## src/logic/blpc_defines.svh

```systemverilog
// constants for the boot loader and low power controller
`ifndef BLPC_DEFINES_SVH
`define BLPC_DEFINES_SVH
`define BLPC_CLK_HZ 100000000
`define BLPC_BAUD_RATE 9600
`define BLPC_DIV_FAST 6'd2
`define BLPC_DIV_SLOW 6'd32
`define BLPC_PIN_HOLD 5'd30
`define BLPC_SETTLE_SHORT 12'd16
`define BLPC_SETTLE_LONG 12'd4064
`define BLPC_LOAD_BASE 16'h0050
`define BLPC_PROG_START 16'h0051
`define BLPC_JUMP_KEY 8'hCC
`define BLPC_VEC_EXT 16'h1FFA
`define BLPC_VEC_RST 16'h1FFE
`define BLPC_SECURITY_OFF 1'b1
`define BLPC_REG_CTRL 8'h00
`define BLPC_REG_STAT 8'h04
`define BLPC_REG_COUNT 8'h08
`define BLPC_REG_LEN 8'h0C
`define BLPC_CTRL_SLOW 0
`define BLPC_CTRL_EXTEN 1
`define BLPC_CTRL_IMASK 2
`define BLPC_CTRL_RESET 8'h00
`endif

```

## src/logic/blpc_pkg.sv

```systemverilog
// types for the boot loader and low power controller
package blpc_pkg;
    typedef enum logic [2:0] {
        BLPC_SETTLE = 3'b000,
        BLPC_HOLD = 3'b001,
        BLPC_LOAD = 3'b010,
        BLPC_RUN = 3'b011,
        BLPC_STOP = 3'b100,
        BLPC_WAIT = 3'b101
    } blpc_state_e;
    typedef enum logic [1:0] {
        BLPC_NORMAL = 2'b00,
        BLPC_CHECK = 2'b01,
        BLPC_LOADER = 2'b10,
        BLPC_JUMP = 2'b11
    } blpc_boot_e;
    typedef struct packed {
        logic wdog_clear;
        logic eeprom_ro;
        logic serial_halt;
        logic timer_halt;
        logic pulse_hold;
        logic adc_off;
    } blpc_halt_s;
    typedef struct packed {
        logic ext;
        logic timer;
        logic serial;
    } blpc_wake_s;
endpackage : blpc_pkg

```

## src/logic/blpc_ctrl.sv

```systemverilog
// boot mode selection, serial loader and stop/wait power control
// Notes on behaviour
// - loader only when security bit reads one
// - bytes stored consecutively from 0050
// - first byte counts program plus itself
// - run loaded program at 0051
// - serial frame 8N1 at 9600 baud
// - short data waits; reset keeps RAM
// - jump needs CC, target on B:C
// - stop turns oscillator off, halts all
// - stop woken only by request, reset
// - stop entry clears mask, slow bit
// - stop keeps all other state unchanged
// - stop wake vectors 1FFA or 1FFE
// - settle delay 16 or 4064 cycles
// - stacking after stop or wait left
// - stop: watchdog reset, modules frozen
// - wait suspends cpu, peripherals keep running
// - wait clears mask, keeps request enable
// - wait woken by request, timer, serial
// - non-reset wait exit keeps state
// - wait stacking at moment of exit
// - slow bit cleared on reset, divides
`timescale 1ns/100ps
`include "blpc_defines.svh"

module blpc_ctrl
    import blpc_pkg::*;
#(
    parameter logic [11:0] SETTLE_CYCLES = `BLPC_SETTLE_LONG,
    parameter int BAUD_DIV = `BLPC_CLK_HZ / `BLPC_BAUD_RATE,
    parameter bit WAIT_WDOG_OFF = 1'b1
)
(
    // clock and reset
    input wire logic core_clk,
    input wire logic reset,
    // register port
    input wire logic [7:0] reg_addr,
    input wire logic [7:0] reg_wdata,
    input wire logic reg_wr,
    input wire logic reg_rd,
    output logic [7:0] reg_rdata,
    // straps; mode pins read at end of pin hold, the rest sampled on the first clock after reset is released
    input wire logic hv_detect,
    input wire logic capture_input_one,
    input wire logic mode_select_pin_a,
    input wire logic mode_select_pin_b,
    input wire logic security_option_bit,
    // parallel ports for jump mode
    input wire logic [7:0] port_a,
    input wire logic [7:0] port_b,
    input wire logic [7:0] port_c,
    // serial receive line
    input wire logic serial_rx,
    // ram write port
    output logic ram_we,
    output logic [15:0] ram_addr,
    output logic [7:0] ram_wdata,
    // processor side
    input wire logic stop_req,
    input wire logic wait_req,
    input wire blpc_wake_s wake,
    output logic start_valid,
    output logic [15:0] start_addr,
    output logic stack_req,
    output logic cpu_hold,
    output logic osc_enable,
    output logic bus_tick,
    output blpc_halt_s halt,
    output logic slow_clock_select_bit,
    output logic external_request_enable_bit,
    output logic imask
);

    localparam logic [15:0] BAUD_FULL = 16'(BAUD_DIV - 1);
    localparam logic [15:0] BAUD_HALF = 16'(BAUD_DIV / 2);

    blpc_state_e state;
    blpc_boot_e boot_mode;
    logic [5:0] div_cnt, div_limit;
    logic [11:0] settle_cnt;
    logic [4:0] hold_cnt;
    logic from_reset, released, strap_boot, strap_secure;
    logic rx_prev, rx_busy, byte_valid;
    logic [15:0] baud_cnt;
    logic [3:0] bit_idx;
    logic [7:0] rx_shift, byte_data, load_len, load_idx;
    logic wake_stop, wake_wait, ctrl_wr;

    assign ctrl_wr = reg_wr && (reg_addr == `BLPC_REG_CTRL);
    assign wake_stop = wake.ext && external_request_enable_bit;
    assign wake_wait = wake_stop || wake.timer || wake.serial;

    assign div_limit = slow_clock_select_bit ? `BLPC_DIV_SLOW
                                             : `BLPC_DIV_FAST;

    always_ff @(posedge core_clk)
    begin
        if (reset || state == BLPC_STOP)
        begin
            div_cnt <= 6'h00;
            bus_tick <= 1'b0;
        end
        else if (div_cnt >= div_limit - 6'h01)
        begin
            div_cnt <= 6'h00;
            bus_tick <= 1'b1;
        end
        else
        begin
            div_cnt <= div_cnt + 6'h01;
            bus_tick <= 1'b0;
        end
    end

    always_ff @(posedge core_clk)
    begin
        if (reset)
        begin
            released <= 1'b0;
            strap_boot <= 1'b0;
            strap_secure <= 1'b0;
        end
        else if (!released)
        begin
            released <= 1'b1;
            strap_boot <= hv_detect && capture_input_one;
            strap_secure <= security_option_bit;
        end
    end

    // control register; hardware clear on stop entry takes priority
    always_ff @(posedge core_clk)
    begin
        if (reset)
        begin
            slow_clock_select_bit <= 1'b0;
            external_request_enable_bit <= 1'b0;
            imask <= 1'b1;
        end
        else if (state == BLPC_RUN && stop_req)
        begin
            slow_clock_select_bit <= 1'b0;
            imask <= 1'b0;
        end
        else if (state == BLPC_RUN && wait_req)
        begin
            imask <= 1'b0;
        end
        else if (ctrl_wr)
        begin
            slow_clock_select_bit <= reg_wdata[`BLPC_CTRL_SLOW];
            external_request_enable_bit <= reg_wdata[`BLPC_CTRL_EXTEN];
            imask <= reg_wdata[`BLPC_CTRL_IMASK];
        end
    end

    always_ff @(posedge core_clk)
    begin
        if (reset || state != BLPC_LOAD)
        begin
            rx_prev <= 1'b1;
            rx_busy <= 1'b0;
            baud_cnt <= 16'h0000;
            bit_idx <= 4'h0;
            rx_shift <= 8'h00;
            byte_valid <= 1'b0;
            byte_data <= 8'h00;
        end
        else
        begin
            rx_prev <= serial_rx;
            byte_valid <= 1'b0;
            if (!rx_busy)
            begin
                if (rx_prev && !serial_rx)
                begin
                    rx_busy <= 1'b1;
                    baud_cnt <= BAUD_HALF;
                    bit_idx <= 4'h0;
                end
            end
            else if (baud_cnt != 16'h0000)
                baud_cnt <= baud_cnt - 16'h0001;
            else
            begin
                baud_cnt <= BAUD_FULL;
                bit_idx <= bit_idx + 4'h1;
                if (bit_idx == 4'h0 && serial_rx)
                    rx_busy <= 1'b0;
                else if (bit_idx >= 4'h1 && bit_idx <= 4'h8)
                    rx_shift <= {serial_rx, rx_shift[7:1]};
                else if (bit_idx == 4'h9)
                begin
                    // framing error drops the byte
                    rx_busy <= 1'b0;
                    byte_valid <= serial_rx;
                    byte_data <= rx_shift;
                end
            end
        end
    end

    // main sequencer
    always_ff @(posedge core_clk)
    begin
        if (reset)
        begin
            state <= BLPC_SETTLE;
            from_reset <= 1'b1;
            boot_mode <= BLPC_NORMAL;
            settle_cnt <= 12'h000;
            hold_cnt <= 5'h00;
            load_len <= 8'h00;
            load_idx <= 8'h00;
            start_valid <= 1'b0;
            start_addr <= 16'h0000;
            stack_req <= 1'b0;
            ram_we <= 1'b0;
            ram_addr <= 16'h0000;
            ram_wdata <= 8'h00;
        end
        else
        begin
            start_valid <= 1'b0;
            stack_req <= 1'b0;
            ram_we <= 1'b0;
            unique case (state)
                BLPC_SETTLE:
                begin
                    if (bus_tick)
                    begin
                        if (settle_cnt >= SETTLE_CYCLES - 12'h001)
                        begin
                            settle_cnt <= 12'h000;
                            hold_cnt <= 5'h00;
                            if (from_reset)
                                state <= BLPC_HOLD;
                            else
                            begin
                                state <= BLPC_RUN;
                                stack_req <= 1'b1;
                                start_valid <= 1'b1;
                                start_addr <= `BLPC_VEC_EXT;
                            end
                        end
                        else
                            settle_cnt <= settle_cnt + 12'h001;
                    end
                end
                BLPC_HOLD:
                begin
                    if (bus_tick && hold_cnt < `BLPC_PIN_HOLD - 5'h01)
                        hold_cnt <= hold_cnt + 5'h01;
                    else if (bus_tick)
                    begin
                        from_reset <= 1'b0;
                        state <= BLPC_RUN;
                        start_valid <= 1'b1;
                        start_addr <= `BLPC_VEC_RST;
                        if (!strap_boot)
                            boot_mode <= BLPC_NORMAL;
                        else if (!mode_select_pin_a)
                            boot_mode <= BLPC_CHECK;
                        else if (!mode_select_pin_b)
                        begin
                            boot_mode <= BLPC_LOADER;
                            if (strap_secure == `BLPC_SECURITY_OFF)
                            begin
                                state <= BLPC_LOAD;
                                start_valid <= 1'b0;
                                load_idx <= 8'h00;
                            end
                        end
                        else
                        begin
                            boot_mode <= BLPC_JUMP;
                            // key on A, target on B:C
                            if (port_a == `BLPC_JUMP_KEY)
                                start_addr <= {port_b, port_c};
                        end
                    end
                end
                BLPC_LOAD:
                begin
                    // short data waits; ram untouched by reset
                    if (byte_valid)
                    begin
                        ram_we <= 1'b1;
                        ram_addr <= `BLPC_LOAD_BASE + {8'h00, load_idx};
                        ram_wdata <= byte_data;
                        load_idx <= load_idx + 8'h01;
                        if (load_idx == 8'h00)
                            load_len <= byte_data;
                        if ((load_idx == 8'h00 && byte_data <= 8'h01) ||
                            (load_idx != 8'h00 &&
                             load_idx + 8'h01 == load_len))
                        begin
                            state <= BLPC_RUN;
                            start_valid <= 1'b1;
                            start_addr <= `BLPC_PROG_START;
                        end
                    end
                end
                BLPC_RUN:
                begin
                    if (stop_req)
                        state <= BLPC_STOP;
                    else if (wait_req)
                        state <= BLPC_WAIT;
                end
                BLPC_STOP:
                begin
                    if (wake_stop)
                    begin
                        state <= BLPC_SETTLE;
                        settle_cnt <= 12'h000;
                    end
                end
                BLPC_WAIT:
                begin
                    if (wake_wait)
                    begin
                        // other state left as it was
                        state <= BLPC_RUN;
                        stack_req <= 1'b1;
                    end
                end
                default:
                    state <= BLPC_SETTLE;
            endcase
        end
    end

    // power outputs follow the next state to stay registered
    always_ff @(posedge core_clk)
    begin
        if (reset)
        begin
            cpu_hold <= 1'b1;
            osc_enable <= 1'b1;
            halt <= '0;
        end
        else
        begin
            cpu_hold <= 1'b1;
            osc_enable <= 1'b1;
            halt <= '0;
            if (state == BLPC_RUN && !stop_req && !wait_req)
                cpu_hold <= 1'b0;
            else if (state == BLPC_WAIT && wake_wait)
                cpu_hold <= 1'b0;
            if ((state == BLPC_RUN && stop_req) ||
                (state == BLPC_STOP && !wake_stop))
            begin
                osc_enable <= 1'b0;
                halt <= '{wdog_clear: 1'b1, eeprom_ro: 1'b1,
                          serial_halt: 1'b1, timer_halt: 1'b1,
                          pulse_hold: 1'b1, adc_off: 1'b1};
            end
            else if ((state == BLPC_RUN && wait_req) ||
                     (state == BLPC_WAIT && !wake_wait))
                halt.wdog_clear <= WAIT_WDOG_OFF;
        end
    end

    // register reads, data one cycle after strobe
    always_ff @(posedge core_clk)
    begin
        if (reset)
            reg_rdata <= 8'h00;
        else if (reg_rd)
        begin
            unique case (reg_addr)
                `BLPC_REG_CTRL:
                    reg_rdata <= {5'h00, imask,
                                  external_request_enable_bit,
                                  slow_clock_select_bit};
                `BLPC_REG_STAT:
                    reg_rdata <= {2'h0, strap_secure, boot_mode, state};
                `BLPC_REG_COUNT:
                    reg_rdata <= load_idx;
                `BLPC_REG_LEN:
                    reg_rdata <= load_len;
                default:
                    reg_rdata <= 8'h00;
            endcase
        end
        else
            reg_rdata <= 8'h00;
    end

endmodule : blpc_ctrl

```

## config.mk

```make
export PLATFORM = sky130hd
export DESIGN_NAME = blpc_ctrl
export DESIGN_NICKNAME = d
export VERILOG_FILES = /design/src/logic/blpc_pkg.sv /design/src/logic/blpc_ctrl.sv
export VERILOG_INCLUDE_DIRS = /design/src /design/src/logic
export SDC_FILE = /design/constraint.sdc
export NUM_CORES = 1
export LEC_CHECK = 0
export ABC_AREA = 1
export BUFFER_PORTS_ARGS = -buffer_cell sky130_fd_sc_hd__buf_2
export CAP_MARGIN = 20
export CORE_UTILIZATION = 49
export DETAILED_ROUTE_END_ITERATION = 7
export GPL_ROUTABILITY_DRIVEN = 1
export PLACE_DENSITY = 0.71
export SLEW_MARGIN = 20
export SYNTH_ARGS = -nofsm -noshare
export SYNTH_HDL_FRONTEND = slang
export SYNTH_SLANG_ARGS = --single-unit
```

## constraint.sdc

```tcl
create_clock -name core_clk -period 5.6 [get_ports core_clk]
set_input_delay 1.12 -clock core_clk [delete_from_list [all_inputs] [get_ports core_clk]]
set_output_delay 1.12 -clock core_clk [all_outputs]
set_load 0.1 [all_outputs]
```

==> flow_metrics.env, run 1 <==
export IMPL_nFillCells=1291
export IMPL_finalSetupTns_ns=0
export IMPL_grt_max_degree=32
export IMPL_wl_per_cell_um=13.24
export IMPL_setup_viol=0
export IMPL_clkLatencyLatePin_ns=0.42
export IMPL_synth_top_cell_area_share_pct=41.15
export IMPL_clkTransAtPathRegs_ns=0.06
export IMPL_synth_xor_area_share_pct=1.554
export IMPL_num_rows=42
export IMPL_async_reset_ff_share_pct=0
export IMPL_outcome="finished, final reports clean"
export IMPL_cts_resized=0
export IMPL_synth_top_family_by_area="simple AND/OR/NAND/NOR gates"
export IMPL_rsz0062_at_grt="false"
export IMPL_worst_setup_path_end_kind="flip-flop"
export IMPL_crit_required_ns=5.92
export IMPL_dr_pass1_iters=5
export IMPL_fin_crit_ns=2.958
export IMPL_fmax_mhz=338.1
export IMPL_synth_seq_cells=139
export IMPL_ir_drop_mv=0.2647
export IMPL_vias=6446
export IMPL_cap_violations=0
export IMPL_cts_inserted_buffers=17
export IMPL_power_density_mw_per_mm2=290.8
export IMPL_ys_types=47
export IMPL_die_width_um=119.5
export IMPL_grt_usage_pct=24.06
export IMPL_first_global_vias=5799
export IMPL_yosysSeqAreaShare_pct=41.15
export IMPL_ios=118
export IMPL_grt_pass1_wl_um=27330
export IMPL_p_leak_nw=3.562
export IMPL_grt_remaining_overflow=0
export IMPL_io_buffer_count=105
export IMPL_dp_hpwl_um=11780
export IMPL_post_synth_cell_area_avg_um2=7.067
export IMPL_cts_hold_buf=0
export IMPL_dieArea_mm2=0.01428
export IMPL_first_iter_violations=489
export IMPL_synth_mux_area_share_pct=0
export IMPL_synth_largest_area_cell="dfxtp_1"
export IMPL_path_cells="buf_2 -> clkinv_1 -> buf_4 -> o21ai_0 -> nor2_1 -> o21a_1"
export IMPL_place_inst=1210
export IMPL_area_growth_pct=16.74
export IMPL_synthAdderAreaFrac_pct=2.960
export IMPL_critPathTopFamily="buffers and inverters"
export IMPL_h_tree_depth=4
export IMPL_path_max_fanout=29
export IMPL_die_h_um=119.5
export IMPL_drive_above_1_share_pct=14.39
export IMPL_viasPerCell=5.198
export IMPL_multi_input_area_mm2=0.003284
export IMPL_yosys_most_used_dff="dfxtp_1"
export IMPL_clockRootBuffer="clkbuf_16"
export IMPL_initial_core_util_pct=50.67
export IMPL_drc=0
export IMPL_ys_top_cells_by_area="dfxtp_1 (41%), nand2_1 (8.2%), nor2_1 (7.7%)"
export IMPL_synth_edf_count=0
export IMPL_worstHoldPathType="reg -> reg"
export IMPL_slew_violations=0
export IMPL_gp_congestion=0.8968
export IMPL_path_buf_inv=3
export IMPL_finalHoldViolCount=0
export IMPL_cts_sinks=139
export IMPL_seqCellArea_mm2=0.002783
export IMPL_path_class="in -> reg"
export IMPL_synth_compound_area_share_pct=16.61
export IMPL_netlist_area_mm2=0.006763
export IMPL_cts_tree="built"
export IMPL_nNetsFinal=1124
export IMPL_syn_inst=957
export IMPL_final_antenna_net_count=0
export IMPL_start_kind="primary input"
export IMPL_cp_slowest_cell="clkinv_1"
export IMPL_layout_worst_path_cycle_share_pct=52.82
export IMPL_relSlewSlack_pct=46.91
export IMPL_crit_path_max_incr_delay_ns=0.73
export IMPL_place_ws_ns=2.194
export IMPL_antenna_found_initial=1
export IMPL_fin_skew_ns=0.007673
export IMPL_post_cts_repair_setup_buffers=0
export IMPL_arrival_ns=3.27
export IMPL_finalNonFillerCells=1240
export IMPL_clockBufferDepth=2
export IMPL_synth_warning_count=0
export IMPL_worst_pin_slew_ns=0.7964
export IMPL_wl_um=16420
export IMPL_synth_simple_area_share_pct=27.05
export IMPL_core_area_mm2=0.01335
export IMPL_setup_ws_ns=2.642
## per-layer routing
metal / GRT usage [%] / share of wire (%)
met4: 7.344 / 1.1
met2: 39.20 / 46
met3: 5.556 / 6.4
met1: 31.48 / 46
met5: 0 / 0
## cells in the mapped netlist (3+ instances only)
cell,instances
nand2_1,147
dfxtp_1,139
nor2_1,139
inv_1,126
a21oi_1,88
nand3_1,76
o21ai_0,62
nand4_1,18
nor3_1,18
clkbuf_1,17
ha_1,16
o22ai_1,12
buf_4,11
o21a_1,10
a211oi_1,9
xor2_1,9
a31oi_1,5
buf_2,5
clkinv_1,3
nor2_2,3
nor4_1,3
o211ai_1,3
o31ai_1,3
xnor2_1,3
## report_power, final
part | switching (W) | internal [W]
sequential | 0.0000169 | 0.00101
combinational | 0.000133 | 0.0000499
clock | 0.000411 | 0.000679
total | 0.000561 | 0.00173
## sequential cells by signal, indices dropped and copies added, names as in the netlist, 3 cells and up
signal,cells
load_idx,8
start_addr,16
ram_addr,9
state,3
rx_shift,8
ram_wdata,8
bit_idx,4
reg_rdata,8
hold_cnt,5
load_len,8
settle_cnt,12
baud_cnt,16
byte_data,8
div_cnt,6
## worst reg2reg max path, stage by stage (launching register included)
cell and delay, ns:
dfxtp_1 0.33, inv_1 0.12, nand2_1 0.13, nor2_2 0.29, inv_1 0.29, nand2_1 0.41, inv_1 0.14, a21oi_4 0.61
nand2_4 0.14, nand2_1 0.09, nand2_1 0.05, nor2_1 0.09
## cell families (layout without fill, tap and decap cells)
group                    Yosys count  after routing
AO/OA/AOI/OAI                    200            200
XOR/XNOR                          12             12
adder cells (fa/ha/maj)           16             16
buffers and inverters            168            268
flip-flops                       139            139
other                              1              8
AND/OR/NAND/NOR                  421            421
## cell usage in the layout, fill, tap and decap left out, types with 3 or more instances in the layout
| master | count |
|---|---|
| nand2_1 | 147 |
| nor2_1 | 139 |
| dfxtp_1 | 139 |
| inv_1 | 126 |
| buf_2 | 105 |
| a21oi_1 | 88 |
| nand3_1 | 76 |
| o21ai_0 | 62 |
| nor3_1 | 18 |
| nand4_1 | 18 |
| clkbuf_16 | 17 |
| ha_1 | 16 |
| o22ai_1 | 12 |
| o21a_1 | 10 |
| a211oi_1 | 9 |
| xor2_1 | 9 |
| conb_1 | 7 |
| a31oi_1 | 5 |
| clkinv_2 | 4 |
| clkinv_1 | 3 |
| nor2_2 | 3 |
| xnor2_1 | 3 |
| nor4_1 | 3 |
| o211ai_1 | 3 |
| o31ai_1 | 3 |
| clkbuf_8 | 3 |
| buf_4 | 3 |
## worst paths after layout
check	from	end	slack (ns)	cells after the start
worst max register to register	state[1]	start_addr[13]	2.86	11
worst min register to register	rx_shift[0]	rx_shift[0]	0.46	2
worst max-delay path	reset	hold_cnt[4]	2.64	6
worst min-delay path	rx_shift[0]	rx_shift[0]	0.46	2
## cell type report
type / instances / area share, %
multi-input combinational: 656 / 41.60
sequential: 139 / 35.25
timing repair buffer: 108 / 6.941
inverter: 131 / 6.228
clock buffer: 21 / 5.959
tap: 176 / 2.789
clock inverter: 8 / 1.204
antenna: 1 / 0.03170
## per-stage QoR
stage | hold WS, ns | instance area [um^2] | power, W | util [%]
floorplan | 0.4294 | 6785 | 0.001179 | -
global placement | 0.4438 | 7327 | 0.001224 | 54.89
detailed placement | 0.4495 | 7327 | 0.001226 | 54.89
CTS | 0.4572 | 7893 | 0.002312 | 59.13
global route | 0.4789 | 7895 | 0.002383 | 59.15
finish | 0.4568 | 7895 | 0.002296 | 59.15
Note: power is estimated with default switching activity, not from simulation.
==> run 2: changes to the inputs <==
ABC_AREA = 0   (was 1)
PLACE_DENSITY = 0.74   (was 0.71)
clock period = 2.5 ns   (was 5.6 ns; I/O delays follow)
==> run 2 against run 1 <==
Compared with the run above: critical path depth is 2 higher; clock power rose to 2.5 times the previous value; clock skew is 0.0017 ns higher; wire length shrank 0.30%; cell count is 11% lower; first-iteration DRC count fell by 9.6%; flip-flop and latch count did not move; sequential share of layout area decreased by 1.0 points; via count shrank 5.6%; sequential power is 130% higher; power grew 140%; global-route usage rose by 0.42 points.
==> flow_metrics.env, run 2 <==
export IMPL_pwr_share_comb_pct=8.0
export IMPL_final_common_cell="dfxtp_1"
export IMPL_dieArea_mm2=0.01408
export IMPL_synth_edf_count=0
export IMPL_utilization_pct=61.52
export IMPL_cts_sinks=139
export IMPL_fin_skew_ns=0.009355
export IMPL_drive_above_1_share_pct=21.70
export IMPL_finalHoldViolCount=0
export IMPL_whs_path_depth=2
export IMPL_relSlewSlack_pct=47.97
export IMPL_grt_remaining_overflow=0
export IMPL_synth_compound_area_share_pct=17.62
export IMPL_ios=118
export IMPL_io_buffer_count=105
export IMPL_die_h_um=118.7
export IMPL_antenna_found_initial=0
export IMPL_wl_um=16370
export IMPL_worst_setup_path_end_kind="flip-flop"
export IMPL_synth_simple_area_share_pct=24.19
export IMPL_fmax_mhz=420.8
export IMPL_synth_largest_area_cell="dfxtp_1"
export IMPL_dp_hpwl_um=11700
export IMPL_area_growth_pct=22.18
export IMPL_route_top_layer_used="met4"
export IMPL_num_rows=42
export IMPL_core_area_mm2=0.01324
export IMPL_slew_violations=0
export IMPL_crit_required_ns=2.82
export IMPL_p_sw_w=0.001254
export IMPL_synthAdderAreaFrac_pct=3.002
export IMPL_syn_inst=799
export IMPL_worstHoldPathType="in -> reg"
export IMPL_post_synth_cell_area_avg_um2=8.345
export IMPL_r2r_cells=8
export IMPL_ys_top_cells_by_area="dfxtp_1 (42%), a21oi_1 (6.0%), nand2_1 (5.9%)"
export IMPL_r2r_setup_slack_ns=0.12
export IMPL_grt_usage_pct=24.47
export IMPL_first_iter_violations=442
export IMPL_nFillCells=1192
export IMPL_wl_per_cell_um=14.79
export IMPL_worst_pin_slew_ns=0.7796
export IMPL_rsz0062_at_grt="false"
export IMPL_synth_xor_area_share_pct=3.809
export IMPL_seq_power_share_pct=41.9
export IMPL_h_tree_depth=4
export IMPL_clock_power_share_pct=50.1
export IMPL_start_kind="flip-flop"
export IMPL_cap_violations=0
export IMPL_synth_top_cell_area_share_pct=41.73
export IMPL_synth_mux_area_share_pct=4.935
export IMPL_die_width_um=118.7
export IMPL_synth_top_family_by_area="simple AND/OR/NAND/NOR gates"
export IMPL_cts_tree="built"
export IMPL_wl_met2_um=7804
export IMPL_diodes=0
export IMPL_vias=6086
export IMPL_outcome="finished, final reports clean"
export IMPL_finalSetupTns_ns=0
export IMPL_async_reset_ff_share_pct=0
export IMPL_synth_seq_cells=139
export IMPL_clockBufferDepth=2
export IMPL_clockRootBuffer="clkbuf_16"
export IMPL_finalNonFillerCells=1107
export IMPL_grt_max_degree=65
export IMPL_final_cell_mix="dfxtp_1 (134), nand2_1 (105), buf_2 (105)"
export IMPL_grt_pass1_wl_um=27430
export IMPL_ir_drop_mv=0.4655
export IMPL_arrival_ns=2.70
export IMPL_wl_met1_um=7314
export IMPL_netSwitchingFraction_pct=22.84
export IMPL_synth_warning_count=0
export IMPL_seqCellArea_mm2=0.002789
export IMPL_initial_core_util_pct=50.35
export IMPL_yosysSeqAreaShare_pct=41.73
export IMPL_first_global_vias=5699
export IMPL_layout_worst_path_cycle_share_pct=95.06
export IMPL_multi_input_area_mm2=0.003605
export IMPL_nNetsFinal=989
export IMPL_gp_congestion=0.8357
export IMPL_cellInternalPower_w=0.004235
export IMPL_synth_common_cells="dfxtp_1 (139), nand2_1 (105), nor2_1 (85)"
export IMPL_drc=0
export IMPL_power_density_mw_per_mm2=673.8
export IMPL_synth_most_common_cell="dfxtp_1"
export IMPL_clkLatencyLatePin_ns=0.43
export IMPL_path_max_fanout=13
export IMPL_viasPerCell=5.498
export IMPL_yosys_most_used_dff="dfxtp_1"
export IMPL_reg_top3="baud_cnt: 16 flops, start_addr: 16 flops, settle_cnt: 12 flops"
export IMPL_path_class="reg -> reg"
export IMPL_cts_hold_buf=0
export IMPL_cts_inserted_buffers=17
export IMPL_netlist_area_mm2=0.006668
export IMPL_fin_crit_ns=2.376
export IMPL_ys_types=75
export IMPL_wl_met3_um=929
export IMPL_final_antenna_net_count=0
export IMPL_p_leak_nw=3.302
export IMPL_dr_pass1_iters=5
export IMPL_setup_viol=0
export IMPL_clkTransAtPathRegs_ns=0.06
export IMPL_place_inst=1073
-- run 2: final timing paths --
check	startpoint	end
worst max-delay path	load_idx[1]	start_addr[15]
worst min-delay path	port_b[6]	start_addr[14]
worst max register to register	load_idx[1]	start_addr[15]
worst min register to register	ram_addr[8]	ram_addr[8]
-- run 2: cells by family after synthesis --
family / Yosys count
XOR/XNOR: 29
multiplexers: 29
AND/OR/NAND/NOR: 323
buffers and inverters: 68
other: 1
AO/OA/AOI/OAI: 194
flip-flops: 139
adder cells (fa/ha/maj): 16
-- run 2: cell type report --
cell class,count,share of cell area [%]
Clock buffer,20,5.606
Multi-Input combinational cell,598,44.25
Timing Repair Buffer,143,9.952
Sequential cell,139,34.23
Inverter,19,0.8754
Tap cell,176,2.703
Clock inverter,12,2.381
-- run 2: layer usage --
| layer | vias up | track usage (%) |
|---|---|---|
| li1 | 3032 | - |
| met1 | 2843 | 30.21 |
| met2 | 183 | 40.75 |
| met3 | 28 | 6.274 |
| met4 | 0 | 9.335 |
| met5 | - | 0 |
-- run 2: critical path: stages (launching register included) --
cell      delay [ns]
dfxtp_2         0.37
inv_1           0.05
ha_1            0.29
xnor2_1         0.16
o211ai_1        0.11
or3_1           0.43
o31a_4          0.44
o211a_1         0.23
a41o_1          0.19
-- run 2: timing repair --
item	CTS	global route
endpoints found under the hold margin	0	0
setup buffers	0	2
endpoints found under the setup margin	0	7
gates resized for setup	0	4
-- run 2: power groups by stage --
stage	registers [W]	clock network, W	logic [W]
finish	0.00230	0.00275	0.000442
floorplan	0.00239	0	0.000271
global placement	0.00234	0	0.000438
global route	0.00230	0.00290	0.000492
CTS	0.00230	0.00279	0.000443
detailed placement	0.00235	0	0.000441
-- run 2: through the flow --
step                power [W]  cell area, um^2  worst slack (ns)  hold slack (ns)
floorplan            0.002660             6693            0.1004           0.4259
global placement     0.002782             7470            0.1050           0.4389
detailed placement   0.002787             7470           0.07874           0.4454
CTS                  0.005531             8120           0.05066           0.2936
global route         0.005692             8147           0.01559           0.3022
finish               0.005489             8147            0.1235           0.3060
==> run 3: changes to the inputs <==
CELL_PAD_IN_SITES_DETAIL_PLACEMENT = 0   (was not set)
CELL_PAD_IN_SITES_GLOBAL_PLACEMENT = 1   (was not set)
CORE_UTILIZATION = 38   (was 49)
PLACE_DENSITY = not set   (was 0.74)
PLACE_DENSITY_LB_ADDON = 0.1   (was not set)
==> run 3 against run 2 <==
Compared with the run above: final area is 1.2% higher; worst hold slack better by 0.010 ns; die area is 28% higher; global-route usage is 3.8 points lower; largest cell class unchanged; largest power group unchanged; highest routed layer unchanged.
==> flow_metrics.env, run 3 (synthesized netlist as in run 2, its figures left out) <==
export IMPL_outcome="finished, final reports clean"
export IMPL_clkTransAtPathRegs_ns=0.06
export IMPL_start_kind="flip-flop"
export IMPL_whs_path_depth=2
export IMPL_worstHoldPathType="in -> reg"
export IMPL_initial_core_util_pct=38.68
export IMPL_fmax_mhz=415.9
export IMPL_min_to="start_addr[14]"
export IMPL_grt_usage_pct=20.69
export IMPL_fin_crit_ns=2.405
export IMPL_path_class="reg -> reg"
export IMPL_crit_path_max_incr_delay_ns=0.42
export IMPL_grt_remaining_overflow=0
export IMPL_dr_pass1_iters=5
export IMPL_rsz0062_at_grt="false"
export IMPL_cts_hold_buf=0
export IMPL_final_cell_mix="dfxtp_1 (135), nand2_1 (105), buf_2 (105)"
export IMPL_r2r_cells=8
export IMPL_relSlewSlack_pct=46.21
export IMPL_placed_area_mm2=0.007553
export IMPL_crit_required_ns=2.81
export IMPL_setup_viol=0
export IMPL_gp_congestion=0.8046
export IMPL_core_area_mm2=0.01724
export IMPL_setup_ws_ns=0.09541
export IMPL_area_growth_pct=23.68
export IMPL_viasPerCell=5.219
export IMPL_final_area_mm2=0.008247
export IMPL_cts_sinks=139
export IMPL_drc=0
export IMPL_wl_per_cell_um=15.67
export IMPL_met3_usage_pct=4.542
export IMPL_clkLatencyLatePin_ns=0.42
export IMPL_use_met2_pct=35.43
export IMPL_die_width_um=134.5
export IMPL_clockRootBuffer="clkbuf_16"
export IMPL_cellInternalPower_w=0.004274
export IMPL_slew_violations=0
export IMPL_netSwitchingFraction_pct=23.10
export IMPL_place_ws_ns=-0.01453
export IMPL_cts_resized=1
export IMPL_grt_max_degree=45
export IMPL_clock_power_share_pct=50.5
export IMPL_antenna_found_initial=0
export IMPL_ir_drop_mv=0.4955
export IMPL_dp_hpwl_um=13310
export IMPL_reg_top3="baud_cnt: 16 flops, start_addr: 16 flops, settle_cnt: 12 flops"
export IMPL_path_buf_inv=1
export IMPL_power_density_mw_per_mm2=674.0
export IMPL_final_antenna_net_count=0
export IMPL_drive_above_1_share_pct=21.89
export IMPL_p_leak_nw=3.319
export IMPL_p_sw_w=0.001284
export IMPL_first_iter_violations=303
export IMPL_die_h_um=134.5
export IMPL_ios=118
export IMPL_critPathTopFamily="compound AO/OA/AOI/OAI gates"
export IMPL_nNetsFinal=990
export IMPL_gr_max_usage_layer="met2"
export IMPL_first_global_vias=5799
export IMPL_r2r_start="load_idx[1]"
export IMPL_seq_power_share_pct=41.3
export IMPL_cp_slowest_cell="o31a_4"
export IMPL_r2r_end="start_addr[14]"
export IMPL_diodes=0
export IMPL_io_buffer_count=105
export IMPL_worst_pin_slew_ns=0.8061
export IMPL_dieArea_mm2=0.01808
export IMPL_layout_worst_path_cycle_share_pct=96.18
export IMPL_pwr_share_comb_pct=8.2
export IMPL_fin_skew_ns=0.008358
export IMPL_path_max_fanout=13
export IMPL_h_tree_depth=4
export IMPL_arrival_ns=2.72
export IMPL_final_common_cell="dfxtp_1"
export IMPL_worst_setup_path_end_kind="flip-flop"
export IMPL_finalHoldViolCount=0
export IMPL_cap_violations=0
export IMPL_num_rows=48
export IMPL_vias=6038
export IMPL_finalSetupTns_ns=0
export IMPL_wl_um=18130
export IMPL_grt_pass1_wl_um=29330
export IMPL_post_cts_repair_setup_buffers=0
export IMPL_cts_inserted_buffers=17
export IMPL_path_cells="inv_1 -> ha_1 -> xnor2_1 -> o211ai_1 -> or3_4 -> o31a_4 -> o211a_1 -> a41o_1"
export IMPL_clockBufferDepth=2
export IMPL_grtUsageMet1_pct=25.92
export IMPL_r2r_setup_slack_ns=0.1
export IMPL_cts_tree="built"
export IMPL_min_from="port_b[6]"
[run 3: final cells by class]
type                       count  area (um^2)
timing repair buffer         144        818.3
clock buffer                  22        474.2
inverter                      19        71.32
fill                        1702         8990
sequential                   139         2788
multi-input combinational    598         3626
tap                          225        281.5
clock inverter                10        187.7
[run 3: how the worst max path moves through the flow]
stage                                            from              to  slack, ns  depth (start not counted)
after floorplan           external_request_enable_bit  settle_cnt[11]       0.10                          6
after global placement                    load_idx[0]   start_addr[0]       0.05                          8
after detailed placement                  load_idx[0]   start_addr[0]      -0.01                          8
after CTS                                 load_idx[0]  start_addr[14]       0.02                          8
after global routing                      load_idx[1]  start_addr[15]      0.007                          8
final                                     load_idx[1]  start_addr[14]        0.1                          8
[run 3: metrics by stage]
step / hold WS (ns) / utilization, % / cells / total power [W]
floorplan: 0.4259 / - / 805 / 0.002660
global placement: 0.4409 / 43.82 / 1125 / 0.002790
detailed placement: 0.4435 / 43.82 / 1125 / 0.002800
CTS: 0.2967 / 47.71 / 1157 / 0.005634
global route: 0.3005 / 47.84 / 1157 / 0.005774
finish: 0.3163 / 47.84 / 1157 / 0.005558
[run 3: per-layer routing]
layer  up-vias  wire [um]
met5         -          0
met2       102       8863
met4         0        226
met3        16        680
met1      2878       8358
li1       3042          -
[run 3: worst reg2reg max path, stage by stage (launching register included)]
cell      delay, ns
dfxtp_1        0.41
inv_1          0.07
ha_1           0.31
xnor2_1        0.15
o211ai_1       0.10
or3_4          0.41
o31a_4         0.42
o211a_1        0.24
a41o_1         0.19
[run 3: power by group through the flow]
stage               clock, W  combinational [W]  sequential, W
floorplan                  0           0.000271        0.00239
global placement           0           0.000444        0.00235
detailed placement         0           0.000455        0.00234
CTS                  0.00288           0.000457        0.00230
global route         0.00298           0.000494        0.00230
finish               0.00281           0.000455        0.00229
